### config.mk
export PLATFORM = sky130hd
export DESIGN_NAME = packet_fifo_sync_detect
export DESIGN_NICKNAME = d
export VERILOG_FILES = /design/src/packet_fifo_sync_detect.v
export VERILOG_INCLUDE_DIRS = /design/src
export SDC_FILE = /design/constraint.sdc
export NUM_CORES = 1
export LEC_CHECK = 0
export ABC_CLOCK_PERIOD_IN_PS = 5250
export BUFFER_PORTS_ARGS = -buffer_cell sky130_fd_sc_hd__buf_2
export CAP_MARGIN = 20
export CORE_AREA = 2 2 234 236
export CTS_BUF_LIST = sky130_fd_sc_hd__clkbuf_8
export CTS_CLUSTER_SIZE = 30
export DETAILED_ROUTE_END_ITERATION = 6
export DIE_AREA = 0 0 236 238
export GPL_TIMING_DRIVEN = 0
export HOLD_SLACK_MARGIN = 0.1
export PLACE_DENSITY = 0.78
export SYNTH_ARGS = -nofsm -noshare
export SYNTH_HDL_FRONTEND = slang
export SYNTH_SLANG_ARGS = --single-unit
### constraint.sdc
create_clock -name clk_in -period 5.25 [get_ports clk_in]
set_input_delay 1.05 -clock clk_in [delete_from_list [all_inputs] [get_ports clk_in]]
set_output_delay 1.05 -clock clk_in [all_outputs]
set_load 0.05 [all_outputs]
### src/pkt_queue_map.vh
// constants for the packet queue, serializer and pattern detector
`ifndef PKT_QUEUE_MAP_VH
`define PKT_QUEUE_MAP_VH
`define Q_DEPTH      7'h40
`define Q_EMPTY      7'h00
`define Q_ONE        7'h01
`define PTR_ONE      6'h01
`define MODE_SLEEP   3'h0
`define MODE_STBY    3'h1
`define MODE_TX      3'h3
`define MODE_RX      3'h5
`define PRE_BYTE     8'hAA
`define PRE_LAST     3'h2
`define BIT_LAST     3'h7
`define BIT_ONE      3'h1
`define BYTE_ZERO    8'h00
`define CNT_ONE      11'h001
`define LEN_SHORT_HI 3'h0
`define ALL_ONES     64'hFFFFFFFFFFFFFFFF
`define ALL_ZERO     64'h0000000000000000
`define BYTE_SHIFT   3'h0
`endif

### src/packet_fifo_sync_detect.v
// byte queue with serializer, frame builder and pattern detector
// Overview of operation
// (RULE1) 64-entry byte-wide queue for tx and rx
// (RULE2) host reaches queue only via spi strobes
// (RULE3) tx serializer shifts bytes out msb first
// (RULE4) rx serializer assembles bits into queue bytes
// (RULE5) empty flag updated on chip-select falling edge
// (RULE6) full flag high when all entries used
// (RULE7) push into full queue sets overflow, drops
// (RULE8) writing one clears overflow and flushes queue
// (RULE9) frame done after final bit shifted out
// (RULE10) level flag recomputed only on queue access
// (RULE11) level frozen from full until queue empty
// (RULE12) mode change flushes or keeps queue per table
// (RULE13) rx to standby or sleep keeps contents
// (RULE14) host waits for mode settled after sleep
// (RULE15) detection needs enable and bit synchronizer
// (RULE16) detector shifts bits and compares with pattern
// (RULE17) first bit meets msb of first byte
// (RULE18) match cleared leaving rx or queue emptied; emptying the queue by an overflow clear flush leaves match set
// (RULE19) pattern length one to eight bytes
// (RULE20) 64-bit pattern also used for tx
// (RULE21) host never programs zero pattern bytes
// (RULE22) frame built and stripped, payload length limited
`timescale 1ns/1ps
`include "pkt_queue_map.vh"
module packet_fifo_sync_detect (
  input  wire        clk_in,
  input  wire        sys_rst_in,
  input  wire [2:0]  mode_in,
  input  wire        packet_mode_in,
  input  wire        host_wr_in,
  input  wire [7:0]  host_wdata_in,
  input  wire        host_rd_in,
  input  wire        cs_n_in,
  input  wire        overflow_clr_in,
  input  wire [5:0]  queue_level_threshold_in,
  input  wire        pattern_detect_enable_in,
  input  wire        bit_sync_host_in,
  input  wire [2:0]  pattern_length_in,
  input  wire [63:0] pattern_value_in,
  input  wire [10:0] payload_len_in,
  input  wire        long_len_in,
  input  wire        unlimited_in,
  input  wire        bit_clk_in,
  input  wire        rx_bit_in,
  output wire [7:0]  host_rdata_out,
  output wire        queue_drained_out,
  output wire        queue_brimming_out,
  output wire        queue_overflow_flag_out,
  output wire        queue_level_irq_out,
  output wire        frame_tx_done_out,
  output wire        pattern_match_flag_out,
  output wire        mode_settled_out,
  output wire        bit_sync_en_out,
  output wire        tx_bit_out
);
  localparam TX_IDLE = 2'h0;
  localparam TX_PRE  = 2'h1;
  localparam TX_SYNC = 2'h2;
  localparam TX_PAY  = 2'h3;
  reg [7:0]  mem [0:63];
  reg [5:0]  wp_q;
  reg [5:0]  rp_q;
  reg [6:0]  cnt_q;
  reg [7:0]  rdata_q;
  reg        drained_q;
  reg        brim_q;
  reg        ovf_q;
  reg        level_q;
  reg        hold_q;
  reg        done_q;
  reg        match_q;
  reg        settled_q;
  reg        bsync_q;
  reg [2:0]  mode_q;
  reg        cs_s1_q;
  reg        cs_s2_q;
  reg        cs_s3_q;
  reg        bc_s1_q;
  reg        bc_s2_q;
  reg        bc_s3_q;
  reg        rx_s1_q;
  reg        rx_s2_q;
  reg [1:0]  tx_st_q;
  reg [7:0]  tx_sh_q;
  reg [2:0]  tx_bit_q;
  reg [10:0] tx_cnt_q;
  reg        tx_out_q;
  reg [63:0] rx_sr_q;
  reg        rx_pay_q;
  reg [2:0]  rx_bit_q;
  reg [7:0]  rx_byte_q;
  reg [10:0] rx_cnt_q;
  // synchronised pins and their edges
  wire       cs_fall  = cs_s3_q & ~cs_s2_q;
  wire       tick     = bc_s2_q & ~bc_s3_q;
  wire       chg      = mode_in != mode_q;
  wire       in_tx    = mode_q == `MODE_TX;
  wire       in_rx    = mode_q == `MODE_RX;
  wire       full     = cnt_q == `Q_DEPTH;
  wire       empty    = cnt_q == `Q_EMPTY;
  wire [10:0] lim     = long_len_in ? payload_len_in : {`LEN_SHORT_HI, payload_len_in[7:0]};
  wire       byte_end = tx_bit_q == `BIT_LAST;
  // mode change flush table
  wire flush_mode = chg & (in_tx | (mode_in == `MODE_RX) | (in_rx & (mode_in == `MODE_TX))); // RULE12 RULE13
  wire flush      = flush_mode | overflow_clr_in; // RULE8
  // pattern compare, first received bit against msb of first byte
  wire [63:0] rx_sr_d = {rx_sr_q[62:0], rx_s2_q};
  wire [5:0]  pshift  = {~pattern_length_in, `BYTE_SHIFT}; // RULE19
  wire [63:0] pmask   = `ALL_ONES >> pshift;
  wire [63:0] pexp    = pattern_value_in >> pshift; // RULE17 RULE20
  wire        detect  = pattern_detect_enable_in & bsync_q; // RULE15
  wire        hit     = (((rx_sr_d ^ pexp) & pmask) == `ALL_ZERO); // RULE16
  // tx byte loading
  wire [2:0] nidx   = (tx_st_q == TX_PRE) ? 3'h0 : tx_cnt_q[2:0] + `BIT_ONE;
  wire [7:0] pbyte  = pattern_value_in[{~nidx, `BYTE_SHIFT} +: 8]; // RULE20
  wire       tx_busy = tx_st_q != TX_IDLE;
  wire       sync_last = tx_cnt_q[2:0] == pattern_length_in;
  wire       pay_last  = unlimited_in ? empty : ((tx_cnt_q + `CNT_ONE) >= lim); // RULE22
  wire       tx_load_pay = tick & tx_busy & in_tx & byte_end &
                           (((tx_st_q == TX_SYNC) & sync_last) | ((tx_st_q == TX_PAY) & ~pay_last));
  wire [7:0] qhead = empty ? `BYTE_ZERO : mem[rp_q];
  // rx byte completion
  wire       rx_push  = tick & in_rx & rx_pay_q & (rx_bit_q == `BIT_LAST); // RULE4
  wire [7:0] rx_byte_d = {rx_byte_q[6:0], rx_s2_q};
  // queue access, host strobes come from the spi logic on this clock
  wire host_push = host_wr_in & ~in_rx; // RULE2
  wire host_pop  = host_rd_in & ~in_tx; // RULE2
  wire push      = host_push | rx_push;
  wire push_ok   = push & ~full & ~flush; // RULE7
  wire pop_ok    = (host_pop | tx_load_pay) & ~empty & ~flush;
  wire [7:0] din = rx_push ? rx_byte_d : host_wdata_in;
  wire [6:0] cnt_d = flush ? `Q_EMPTY :
                     (push_ok & ~pop_ok) ? cnt_q + `Q_ONE :
                     (pop_ok & ~push_ok) ? cnt_q - `Q_ONE : cnt_q;
  wire       hold_d = (cnt_d == `Q_DEPTH) | (hold_q & (cnt_d != `Q_EMPTY)); // RULE11
  assign host_rdata_out          = rdata_q;
  assign queue_drained_out       = drained_q;
  assign queue_brimming_out      = brim_q;
  assign queue_overflow_flag_out = ovf_q;
  assign queue_level_irq_out     = level_q;
  assign frame_tx_done_out       = done_q;
  assign pattern_match_flag_out  = match_q;
  assign mode_settled_out        = settled_q;
  assign bit_sync_en_out         = bsync_q;
  assign tx_bit_out              = tx_out_q;
  // pin synchronisers
  always @(posedge clk_in or posedge sys_rst_in) begin
    if (sys_rst_in) begin
      cs_s1_q <= 1'b1;
      cs_s2_q <= 1'b1;
      cs_s3_q <= 1'b1;
      bc_s1_q <= 1'b0;
      bc_s2_q <= 1'b0;
      bc_s3_q <= 1'b0;
      rx_s1_q <= 1'b0;
      rx_s2_q <= 1'b0;
    end else begin
      cs_s1_q <= cs_n_in;
      cs_s2_q <= cs_s1_q;
      cs_s3_q <= cs_s2_q;
      bc_s1_q <= bit_clk_in;
      bc_s2_q <= bc_s1_q;
      bc_s3_q <= bc_s2_q;
      rx_s1_q <= rx_bit_in;
      rx_s2_q <= rx_s1_q;
    end
  end
  // queue storage
  always @(posedge clk_in) begin
    if (push_ok) begin
      mem[wp_q] <= din; // RULE1
    end
  end
  // queue pointers and flags
  always @(posedge clk_in or posedge sys_rst_in) begin
    if (sys_rst_in) begin
      wp_q      <= 6'h00;
      rp_q      <= 6'h00;
      cnt_q     <= `Q_EMPTY;
      rdata_q   <= `BYTE_ZERO;
      drained_q <= 1'b1;
      brim_q    <= 1'b0;
      ovf_q     <= 1'b0;
      level_q   <= 1'b0;
      hold_q    <= 1'b0;
      mode_q    <= `MODE_SLEEP;
      settled_q <= 1'b1;
      bsync_q   <= 1'b0;
    end else begin
      mode_q  <= mode_in;
      bsync_q <= packet_mode_in | bit_sync_host_in; // RULE15
      settled_q <= ~chg & (~tx_busy | (mode_in == `MODE_TX)); // RULE14
      if (flush) begin
        wp_q <= 6'h00;
        rp_q <= 6'h00;
      end else begin
        if (push_ok) begin
          wp_q <= wp_q + `PTR_ONE;
        end
        if (pop_ok) begin
          rp_q <= rp_q + `PTR_ONE;
        end
      end
      if (pop_ok & host_pop) begin
        rdata_q <= mem[rp_q];
      end
      cnt_q  <= cnt_d;
      brim_q <= cnt_d == `Q_DEPTH; // RULE6
      if (cs_fall | flush | rx_push | tx_load_pay) begin
        drained_q <= cnt_d == `Q_EMPTY; // RULE5
      end
      if (push & full) begin
        ovf_q <= 1'b1; // RULE7
      end else if (overflow_clr_in) begin
        ovf_q <= 1'b0; // RULE8
      end
      hold_q <= hold_d;
      if (flush) begin
        level_q <= 1'b0;
      end else if ((push_ok | pop_ok) & ~hold_d) begin
        level_q <= cnt_d > {1'b0, queue_level_threshold_in}; // RULE10 RULE11
      end
    end
  end
  // transmit frame builder and serializer
  always @(posedge clk_in or posedge sys_rst_in) begin
    if (sys_rst_in) begin
      tx_st_q  <= TX_IDLE;
      tx_sh_q  <= `BYTE_ZERO;
      tx_bit_q <= 3'h0;
      tx_cnt_q <= 11'h000;
      tx_out_q <= 1'b0;
      done_q   <= 1'b0;
    end else begin
      if (tick & tx_busy & byte_end & (tx_st_q == TX_PAY) & pay_last & in_tx) begin
        done_q <= 1'b1; // RULE9
      end else if (chg & in_tx) begin
        done_q <= 1'b0;
      end
      if (tick) begin
        if (~tx_busy) begin
          tx_bit_q <= 3'h0;
          tx_cnt_q <= 11'h000;
          if (in_tx & ~done_q & ~empty) begin
            tx_st_q <= TX_PRE; // RULE22
            tx_sh_q <= `PRE_BYTE;
          end
        end else if (~in_tx) begin
          tx_st_q <= TX_IDLE;
        end else begin
          tx_out_q <= tx_sh_q[7]; // RULE3
          tx_sh_q  <= {tx_sh_q[6:0], 1'b0};
          tx_bit_q <= tx_bit_q + `BIT_ONE;
          if (byte_end) begin
            case (tx_st_q)
              TX_PRE: begin
                if (tx_cnt_q[2:0] == `PRE_LAST) begin
                  tx_st_q  <= TX_SYNC;
                  tx_cnt_q <= 11'h000;
                  tx_sh_q  <= pbyte; // RULE19
                end else begin
                  tx_cnt_q <= tx_cnt_q + `CNT_ONE;
                  tx_sh_q  <= `PRE_BYTE;
                end
              end
              TX_SYNC: begin
                if (sync_last) begin
                  tx_st_q  <= TX_PAY;
                  tx_cnt_q <= 11'h000;
                  tx_sh_q  <= qhead;
                end else begin
                  tx_cnt_q <= tx_cnt_q + `CNT_ONE;
                  tx_sh_q  <= pbyte;
                end
              end
              TX_PAY: begin
                if (pay_last) begin
                  tx_st_q <= TX_IDLE; // RULE9
                end else begin
                  tx_cnt_q <= tx_cnt_q + `CNT_ONE;
                  tx_sh_q  <= qhead;
                end
              end
              default: begin
                tx_st_q <= TX_IDLE;
              end
            endcase
          end
        end
      end
    end
  end
  // receive pattern hunt and payload assembly
  always @(posedge clk_in or posedge sys_rst_in) begin
    if (sys_rst_in) begin
      rx_sr_q   <= `ALL_ZERO;
      rx_pay_q  <= 1'b0;
      rx_bit_q  <= 3'h0;
      rx_byte_q <= `BYTE_ZERO;
      rx_cnt_q  <= 11'h000;
      match_q   <= 1'b0;
    end else begin
      if (tick & in_rx & ~rx_pay_q & detect & hit) begin
        match_q <= 1'b1; // RULE16
      end else if ((chg & in_rx) | (pop_ok & (cnt_d == `Q_EMPTY))) begin
        match_q <= 1'b0; // RULE18
      end
      if (~in_rx) begin
        rx_pay_q <= 1'b0;
        rx_sr_q  <= `ALL_ZERO;
      end else if (tick) begin
        rx_sr_q <= rx_sr_d; // RULE16
        if (~rx_pay_q) begin
          rx_bit_q <= 3'h0;
          rx_cnt_q <= 11'h000;
          if (detect & hit) begin
            rx_pay_q <= 1'b1; // RULE22
          end
        end else begin
          rx_byte_q <= rx_byte_d; // RULE4
          rx_bit_q  <= rx_bit_q + `BIT_ONE;
          if (rx_bit_q == `BIT_LAST) begin
            rx_cnt_q <= rx_cnt_q + `CNT_ONE;
            if (~unlimited_in & ((rx_cnt_q + `CNT_ONE) >= lim)) begin
              rx_pay_q <= 1'b0; // RULE22
            end
          end
        end
      end
    end
  end

endmodule

# Yosys cells after proc, flatten, opt, wreduce, memory -nomap -nowiden
# Memories as Yosys holds them, arrays and structs flattened.
# Cells that the tools add are included.
classes:
  shift: 3
  n_eq_ne: 24
  div_mod_pow: 0
  reduce_logical: 20
  n_lt_le_gt_ge: 3
  n_mul: 0
  muxes: 58
  bitwise_logic: 75
  n_addsub: 9
op_table:
  columns: ["cell", "count"]
  rows:
  - ["two-way mux 63 bit", 2]
  - ["two-way mux 11 bit", 9]
  - ["two-way mux 8 bit", 9]
  - ["bitwise AND 64 bit", 1]
  - ["logical NOT 64 bit", 1]
  - ["indexed part select 64 x 7 -> 8 bit", 1]
  - ["right shift 64 x 6 -> 64 bit", 1]
  - ["right shift 64 x 6 -> 64 bit, first input constant", 1]
  - ["bitwise XOR 64 bit", 1]
  - ["bitwise AND 1 bit", 41]
  - ["one-hot mux 11 bit (3 select lines)", 1]
  - ["two-way mux 6 bit", 4]
  - ["one-hot mux 8 bit (3 select lines)", 1]
  - ["adder 11 x 1 -> 11 bit, second input constant", 2]
  - ["greater-or-equal comparator 11 bit", 2]
  - ["two-way mux 7 bit", 3]
  - ["two-way mux 1 bit", 17]
  - ["inverter 1 bit", 16]
  - ["nonzero test 2 bit", 8]
  - ["== test 7 bit, second input constant", 2]
  - ["logical NOT 7 bit", 2]
  - ["two-way mux 2 bit", 7]
  - ["OR 1 bit", 14]
  - ["adder 6 x 1 -> 6 bit, second input constant", 2]
  - ["24 further kinds", 44]
totals:
  regBits: 157
  out_inout_bits: 17
  mem_bits_rw: 512
  romBits: 0
  mem_count: 1
  latch_bits: 0
  elab_cells: 225
mem_list:
  columns: ["name", "depth", "width", "rd", "rd_ports_with_merged_regs", "wr", "line_no", "text"]
  rows:
  - ["mem", 64, 8, 1, 0, 1, "packet_fifo_sync_detect.v:62", "reg [7:0] mem [0:63];"]

# Logic depth before layout (Yosys ltp)
# Gate-level depths: netlist (run 1).
logic_depth:
  word_depth: 21
  ltp_mapped: 24
  mapped_depth_nobuf: 24

# Worst setup path before layout (run 1)
# No wires, ideal clock.
synth_path:
  path_type: "reg-to-reg"
  startpoint: "register tx_cnt_q[0]"
  endpoint: "register level_q (netlist: queue_level_irq_out)"
  setup_time_ns: 0.130
  period_less_slack_ns: 4.520
  required_ns: 5.120
  slack_ns: 0.730
  stages_incl_launch_ff: 25
  t_arrival_ns: 4.391
  path_cell_list: "dfrtp_1 clkbuf_1 nand3_1 nor2_1 nand3_1 xnor2_1 ha_1 a21o_1 a211o_1 a211oi_1 nor2_4 a21oi_4 buf_2 nand3_1 a31oi_1 ha_1 nor2b_1 o21ai_0 a21oi_1 a211oi_1 o22ai_1 nor2_1 a21oi_1 o31ai_1 a211oi_1"
synth_via:
  elab_chain_len: 20
synth_rtl:
  columns: ["element", "line_no", "text"]
  rows:
  - ["start: declaration", "packet_fifo_sync_detect.v:88", "reg [10:0] tx_cnt_q;"]
  - ["start signal: assignment", "packet_fifo_sync_detect.v:264", "tx_cnt_q <= tx_cnt_q + `CNT_ONE;"]
  - ["start signal: assignment", "packet_fifo_sync_detect.v:274", "tx_cnt_q <= tx_cnt_q + `CNT_ONE;"]
  - ["start signal: assignment", "packet_fifo_sync_detect.v:282", "tx_cnt_q <= tx_cnt_q + `CNT_ONE;"]
  - ["adder 11 x 1 -> 11 bit (no line)", null, null]
  - ["greater-or-equal comparator 11 bit", "packet_fifo_sync_detect.v:120", "wire pay_last = unlimited_in ? empty : ((tx_cnt_q + `CNT_ONE) >= lim);"]
  - ["two-way mux 1 bit", "packet_fifo_sync_detect.v:120", null]
  - ["inverter 1 bit", "packet_fifo_sync_detect.v:122", "(((tx_st_q == TX_SYNC) & sync_last) | ((tx_st_q == TX_PAY) & ~pay_last));"]
  - ["bitwise AND 1 bit", "packet_fifo_sync_detect.v:122", null]
  - ["OR 1 bit (*)", "packet_fifo_sync_detect.v:122", null]
  - ["bitwise AND 1 bit (*)", "packet_fifo_sync_detect.v:121", "wire tx_load_pay = tick & tx_busy & in_tx & byte_end &"]
  - ["OR 1 bit (*)", "packet_fifo_sync_detect.v:132", "wire pop_ok = (host_pop | tx_load_pay) & ~empty & ~flush;"]
  - ["bitwise AND 1 bit (*) (2 in a row)", "packet_fifo_sync_detect.v:132", null]
  - ["bitwise AND 1 bit or inverter 1 bit (tied branches)", "packet_fifo_sync_detect.v:136, packet_fifo_sync_detect.v:135", null]
  - ["two-way mux 7 bit or bitwise AND 1 bit (tied branches)", "packet_fifo_sync_detect.v:136, packet_fifo_sync_detect.v:135", null]
  - ["two-way mux 7 bit (*)", "packet_fifo_sync_detect.v:135", "(push_ok & ~pop_ok) ? cnt_q + `Q_ONE :"]
  - ["two-way mux 7 bit (*)", "packet_fifo_sync_detect.v:134", "wire [6:0] cnt_d = flush ? `Q_EMPTY :"]
  - ["named net cnt_d[1]", "packet_fifo_sync_detect.v:134", null]
  - ["parallel branches: the longest is 6 deep, another holds > comparator 7 x 6 -> 1 bit", null, null]
  - ["end signal: assignment", "packet_fifo_sync_detect.v:223", "level_q <= cnt_d > {1'b0, queue_level_threshold_in};"]
  - ["end: declaration", "packet_fifo_sync_detect.v:70", "reg level_q;"]
# Mark *: on every way through the listed nets, which the timed path passes. The select of a mux whose other input is x is not followed.
# A chain may end at the register's enable or synchronous reset.

# Worst setup path after layout (run 1)
# Same ends and word-level chain as after synthesis.

==> flow_metrics.py, run 1 <==
metrics = {
    "synthesis": {
        "syn-cell-area_mm2": 0.0308,
        "ys_warn_count": 0,
        "ys_top_cells_by_area": "edfxtp_1 (50%), mux4_2 (15%), dfrtp_1 (12%)",
        "synth_compound_area_frac": 0.0539,
        "synth-simple-area-share": 0.0720,
        "synth_top_area_share": 0.499,
        "ys_ff_latch": 669,
        "synthXorXnorAreaFrac": 0.0290,
        "postSynth.asyncResetShare": 0.235,
        "synth_edf_count": 512,
        "synth_top_family_by_area": "multiplexers",
        "synth_adder_area_share": 0.0178,
        "syn_nets": 2174,
        "ys_types": 75,
        "syn_inst": 2023,
        "syn_avg_cell_area_um2": 15.2,
        "synthMuxAreaShare": 0.181,
        "yosys.area.top_type": "edfxtp_1",
        "yosysSeqAreaShare": 0.626,
        "synth_flop_cell": "edfxtp_1",
    },
    "status": {
        "outcome": "finished, final reports clean",
    },
    "die": {
        "dieArea_mm2": 0.0562,
        "start_util": 0.577,
        "fp-row-count": 85,
        "core_area_mm2": 0.0535,
        "die_h_um": 238,
        "ios": 125,
        "dieWidth_um": 236,
    },
    "final_layout": {
        "fill_cells": 3562,
        "layout_commonest_cell": "edfxtp_1",
        "areaGrowthSynthToFinish_pct": 12.6,
        "seq_area_mm2": 0.0193,
        "multi_input_area_mm2": 0.0110,
        "final_nets": 2413,
        "mostFrequentLayoutCells": "edfxtp_1 (512), nand2_1 (222), mux4_2 (199)",
        "drive_gt1_frac": 0.247,
    },
    "pwr": {
        "peakVddDrop_uv": 258,
        "p_clk_frac": 0.376,
        "switching_share": 0.258,
        "p_int_mw": 8.59,
        "combPwrFrac": 0.118,
        "p_per_area_mw_per_mm2": 333,
        "p_leak_nw": 12.3,
        "seq_power_share": 0.506,
        "switchingPower_mw": 2.99,
    },
    "drt": {
        "vias": 20200,
        "drt_wl_total_um": 85600,
        "post_drt_via_cell_ratio": 6.64,
        "antenna_left": 0,
        "drc": 0,
        "dr.pass1.iters": 5,
        "dr.first_iter.drc_count": 2863,
        "wl_per_cell_um": 28.2,
    },
    "global_routing": {
        "grt_max_degree": 61,
        "grt_pass1_wl_um": 127000,
        "grt-ovfl-total": 0,
        "grtUsageTotal": 0.308,
        "antenna_found_initial": 4,
        "grt_pass1_vias": 19900,
    },
    "sta": {
        "clock_skew_ps": 41.9,
        "holdWs_ps": 348,
        "setup-tns-final_ps": 0,
        "period_share": 0.944,
        "finalWorstPathRequiredPeriod_ps": 4960,
        "hold_violations": 0,
        "relSlewSlack": 0.225,
        "drv_slew": 0,
        "tightestPinTransition_ps": 1160,
        "setup_viol": 0,
        "max_freq_ghz": 0.202,
        "rsz0062_at_grt": "false",
    },
    "min_path": {
        "hold_class": "reg2reg",
    },
    "clocking": {
        "htreeDepth": 3,
        "clockBufferDepth": 3,
        "clkSinkCount": 669,
        "clkLatencyLatePin_ps": 740,
        "cts_tree": "done",
        "cts.clk_slew.worst_paths_ps": 60,
        "cts_buffers": 103,
        "clockRootBuffer": "clkbuf_8",
    },
    "worst_setup_path": {
        "cp.arrival_ps": 5540,
        "critPathCaptureType": "flip-flop",
        "path_max_fanout": 10,
        "crit_required_ps": 5830,
        "path_class": "reg2reg",
        "start_kind": "flip-flop",
    },
    "placement": {
        "io_buffers": 120,
        "post-dp-hpwl_um": 58600,
        "place.gp.congestion": 0.982,
    },
    "flow_run": {
        "maxCapViolCount": 0,
    },
}
[flip-flops by register name (all words and copies together), names as in the netlist, 2 cells and up]
signal / count
tx_bit_q: 3
rx_cnt_q: 11
rx_sr_q: 63
host_rdata_out: 8
wp_q: 6
mode_q: 3
tx_st_q: 2
rp_q: 6
tx_sh_q: 8
mem: 512
tx_cnt_q: 11
rx_bit_q: 3
rx_byte_q: 7
cnt_q: 7
[power groups by stage]
stage	clock network (mW)	logic (mW)	registers, mW
after global routing	4.61	1.45	5.87
after detailed placement	0	1.33	5.97
after floorplan	0	0.765	6.10
final	4.35	1.37	5.86
after CTS	4.39	1.34	5.86
after global placement	0	1.28	5.97
[repair_timing]
| item | CTS | global route |
|---|---|---|
| endpoints found under the hold margin | 0 | 0 |
| hold buffers | 0 | 0 |
| resized for setup | 4 | 18 |
| pin swaps | 1 | 3 |
| setup buffers | 1 | 1 |
| setup endpoints to repair | 1 | 1 |
[worst max-delay path, cell delays in order, from the launching register on]
cell and delay, ps:
dfrtp_1 380, clkbuf_4 220, nand3_1 150, nor2_4 170
nand3_1 140, xnor2_2 170, ha_1 300, and3_1 190
a221o_1 330, a211oi_4 300, nor2_4 100, a21oi_4 270
buf_6 210, nand3_1 130, a31oi_4 230, ha_1 300
nor2b_1 140, o21ai_0 160, a21oi_1 100, a211oi_2 250
o22ai_2 130, nor2_1 110, a21oi_1 90, o31ai_1 130
a211oi_1 80
[synthesized netlist by cell type (5+ instances only)]
| library cell | count |
|---|---|
| a21oi_1 | 102 |
| a31oi_1 | 7 |
| nand4_1 | 18 |
| and2_1 | 6 |
| mux2_2 | 28 |
| a22oi_1 | 11 |
| dfrtp_1 | 152 |
| nor3_1 | 18 |
| a22o_1 | 15 |
| xnor2_1 | 76 |
| buf_1 | 22 |
| a211oi_1 | 9 |
| nor2b_1 | 15 |
| clkbuf_1 | 61 |
| ha_1 | 43 |
| o21a_1 | 6 |
| xor2_1 | 26 |
| nand3_1 | 33 |
| edfxtp_1 | 512 |
| inv_1 | 32 |
| nor2_1 | 112 |
| nand2b_1 | 10 |
| and3_1 | 11 |
| buf_2 | 29 |
| o2bb2ai_1 | 14 |
| mux4_2 | 199 |
| a21o_1 | 6 |
| dfstp_2 | 5 |
| nor4_1 | 8 |
| mux2i_1 | 79 |
| or3_1 | 5 |
| o21ai_0 | 45 |
| o31ai_1 | 8 |
| nand2_1 | 230 |
[layer usage]
metal  vias up  global-route usage  part of all wire
met5         -                   0           0.00013
met3       281              0.0799              0.12
met1     10100               0.403              0.36
li1       8327                   -                 -
met2      1475               0.495              0.47
met4         2               0.132             0.047
[final cells by class]
type                       count  share of cell area
sequential                   669               0.556
multi-input combinational   1203               0.317
clock buffer                 107              0.0424
timing repair buffer         136              0.0252
tap                          696              0.0251
clock inverter                72              0.0160
buffer                       113              0.0140
inverter                      36             0.00400
antenna                        3            0.000216
[final timing paths]
path,start,endpoint,slack [ps],depth (start not counted)
min in group asynchronous,sys_rst_in,rx_cnt_q[8],370,2
max in group asynchronous,sys_rst_in,rx_sr_q[7],4010,4
min,bc_s1_q,bc_s2_q,350,0
max reg2reg,tx_cnt_q[0],queue_level_irq_out,290,24
max,tx_cnt_q[0],queue_level_irq_out,290,24
min reg2reg,bc_s1_q,bc_s2_q,350,0
[per-stage QoR]
stage | power [mW] | utilization | setup WS [ps] | area (µm²) | cells
finish | 11.6 | 0.649 | 292 | 34700 | 3035
global route | 11.9 | 0.649 | 11.4 | 34700 | 3033
CTS | 11.6 | 0.647 | 54.5 | 34600 | 3031
detailed placement | 7.30 | 0.609 | -436 | 32600 | 2851
global placement | 7.25 | 0.604 | -358 | 32300 | 2839
floorplan | 6.86 | - | 730 | 30800 | 2023
[cells by family (layout without fill, tap and decap cells)]
logic type	Yosys count	count (layout)
XOR/XNOR	102	102
AO/OA/AOI/OAI	259	259
buffers and inverters	151	464
multiplexers	306	306
flip-flops	669	669
AND/OR/NAND/NOR	492	492
adder cells (fa/ha/maj)	44	44
other	0	3
(Power assumes the default switching activity.)
==> run 2: changes to the inputs <==
- BUFFER_PORTS_ARGS: -buffer_cell sky130_fd_sc_hd__buf_2 -> not set
- CORE_AREA: 2 2 234 236 -> 2 2 230 232
- DIE_AREA: 0 0 236 238 -> 0 0 232 234
- DONT_BUFFER_PORTS: not set -> 1
==> flow_metrics.py, run 2 (synthesized netlist as in run 1, its figures left out) <==
metrics = {
    "worst_setup_path": {
        "path_class": "reg2reg",
        "r2r-end": "queue_level_irq_out",
        "slowest_delay_ps": 390,
        "path_max_fanout": 8,
        "worst_r2r_path_depth": 24,
        "crit_required_ps": 5820,
        "worstSetupStartpoint": "tx_cnt_q[0]",
        "cp.arrival_ps": 5390,
        "worstPathCellList": "buf_2 > nand3_1 > nor2_2 > nand3_1 > xnor2_2 > ha_1 > a21o_1 > a211o_1 > a211oi_4 > nor2_4 > a21oi_4 > buf_4 > mux2i_1 > a31oi_4 > ha_1 > nor2b_1 > o21ai_0 > a21oi_1 > a211oi_1 > o22ai_1 > nor2_1 > a21oi_1 > o31ai_1 > a211oi_1",
        "r2r_setup_slack_ps": 430,
        "critPathCaptureType": "flip-flop",
        "r2r-start": "tx_cnt_q[0]",
        "crit_slowest_cell": "dfrtp_1",
        "crit_end": "queue_level_irq_out",
        "start_kind": "flip-flop",
    },
    "drt": {
        "wl_per_cell_um": 28.4,
        "drt_wl_total_um": 83000,
        "antenna_left": 0,
        "dr.pass1.iters": 7,
        "vias": 19500,
        "post_drt_via_cell_ratio": 6.69,
        "dr.first_iter.drc_count": 2439,
        "drc": 0,
    },
    "clocking": {
        "clockRootBuffer": "clkbuf_8",
        "htreeDepth": 3,
        "clkSinkCount": 669,
        "cts_tree": "done",
        "cts_buffers": 103,
        "ctsHoldBuffers": 0,
        "clockBufferDepth": 3,
        "cts.clk_slew.worst_paths_ps": 60,
        "clkLatencyLatePin_ps": 690,
    },
    "pwr": {
        "p_int_mw": 8.40,
        "p_clk_frac": 0.372,
        "p_leak_nw": 11.8,
        "seq_power_share": 0.530,
        "finalPower_mw": 11.3,
        "combPwrFrac": 0.097,
        "switching_share": 0.259,
        "switchingPower_mw": 2.93,
        "peakVddDrop_uv": 236,
        "p_per_area_mw_per_mm2": 333,
    },
    "flow_run": {
        "maxCapViolCount": 0,
    },
    "sta": {
        "setup-tns-final_ps": 0,
        "tightestPinTransition_ps": 1140,
        "rsz0062_at_grt": "false",
        "period_share": 0.919,
        "finalWorstPathRequiredPeriod_ps": 4820,
        "clock_skew_ps": 34.8,
        "relSlewSlack": 0.239,
        "holdWs_ps": 351,
        "drv_slew": 0,
        "setup_viol": 0,
        "max_freq_ghz": 0.207,
        "hold_violations": 0,
    },
    "global_routing": {
        "grtUsageTotal": 0.310,
        "antenna_found_initial": 2,
        "grt-ovfl-total": 0,
        "grt_pass1_vias": 19700,
        "grt_pass1_wl_um": 122000,
        "grt_max_degree": 53,
    },
    "final_layout": {
        "largest_reg_flops": 512,
        "layout.cells.non_filler": 2919,
        "mostFrequentLayoutCells": "edfxtp_1 (512), nand2_1 (222), mux4_2 (199)",
        "layout_commonest_cell": "edfxtp_1",
        "final_nets": 2294,
        "drive_gt1_frac": 0.203,
        "reg_top3": "mem (512), rx_sr_q (63)",
        "postLayoutCoreUtil": 0.655,
        "top_register": "mem",
        "areaGrowthSynthToFinish_pct": 10.4,
    },
    "die": {
        "dieWidth_um": 232,
        "core_area_mm2": 0.0520,
        "dieArea_mm2": 0.0543,
        "ios": 125,
        "fp-row-count": 84,
        "start_util": 0.593,
        "die_h_um": 234,
    },
    "min_path": {
        "min_from": "bc_s1_q",
        "hold_class": "reg2reg",
    },
    "placement": {
        "post-dp-hpwl_um": 58000,
        "dp_cells": 2722,
        "place.gp.congestion": 0.962,
        "io_buffers": 0,
    },
    "status": {
        "outcome": "finished, final reports clean",
    },
}
run 2: cell types whose count changed in the layout (fill, tap and decap cells not counted), moves of 3 or more:
| cell | delta |
|---|---|
| clkinv_1 | +12 |
| bufinv_16 | -3 |
| buf_2 | -119 |
| clkinv_2 | +7 |
run 2: repair_timing:
action | in CTS | in global routing
setup endpoints to repair | 1 | 1
setup buffers | 0 | 2
resized for setup | 2 | 9
pin swaps | 0 | 1
run 2: worst min-delay path by stage:
stage	cells after the start	endpoint
final	0	bc_s2_q
after global routing	0	cs_s1_q
after CTS	0	cs_s1_q
after detailed placement	0	bc_s2_q
after global placement	0	bc_s2_q
after floorplan	0	bc_s2_q
run 2: area by class of cell:
class / instances / area, µm²
flip-flops and latches: 669 / 19300
fillers: 3500 / 18000
multi-input cells: 1203 / 11000
clock buffers: 107 / 1470
well taps: 688 / 861
clock inverters: 85 / 527
plain buffers: 113 / 479
repair buffers: 17 / 288
inverters: 36 / 139
diodes: 1 / 2.50
run 2: layer usage:
metal | routed length (µm) | vias up | track usage
li1 | - | 8091 | -
met1 | 30100 | 9903 | 0.401
met2 | 40100 | 1279 | 0.496
met3 | 8910 | 242 | 0.0770
met4 | 3860 | 0 | 0.152
met5 | 0 | - | 0
run 2: critical path, delay by kind of cell (launching register included):
kind,cells,cell delay (ps)
flip-flops,1,390
XOR/XNOR,1,170
adder cells (fa/ha/maj),2,580
AO/OA/AOI/OAI,12,2040
buffers and inverters,2,390
multiplexers,1,280
AND/OR/NAND/NOR,6,850
run 2: power by group through the flow:
stage	clock network, mW	registers, mW	logic, mW
floorplan	0	6.10	0.765
global placement	0	6.12	1.03
detailed placement	0	6.12	1.08
CTS	4.26	6.01	1.09
global route	4.49	6.02	1.19
finish	4.22	6.01	1.10
run 2: per-stage QoR:
step / worst slack (ps) / area, µm²
after detailed placement: -348 / 32000
after CTS: 22.4 / 34000
after floorplan: 730 / 30800
after global routing: 9.30 / 34100
final: 426 / 34100
after global placement: -239 / 31700
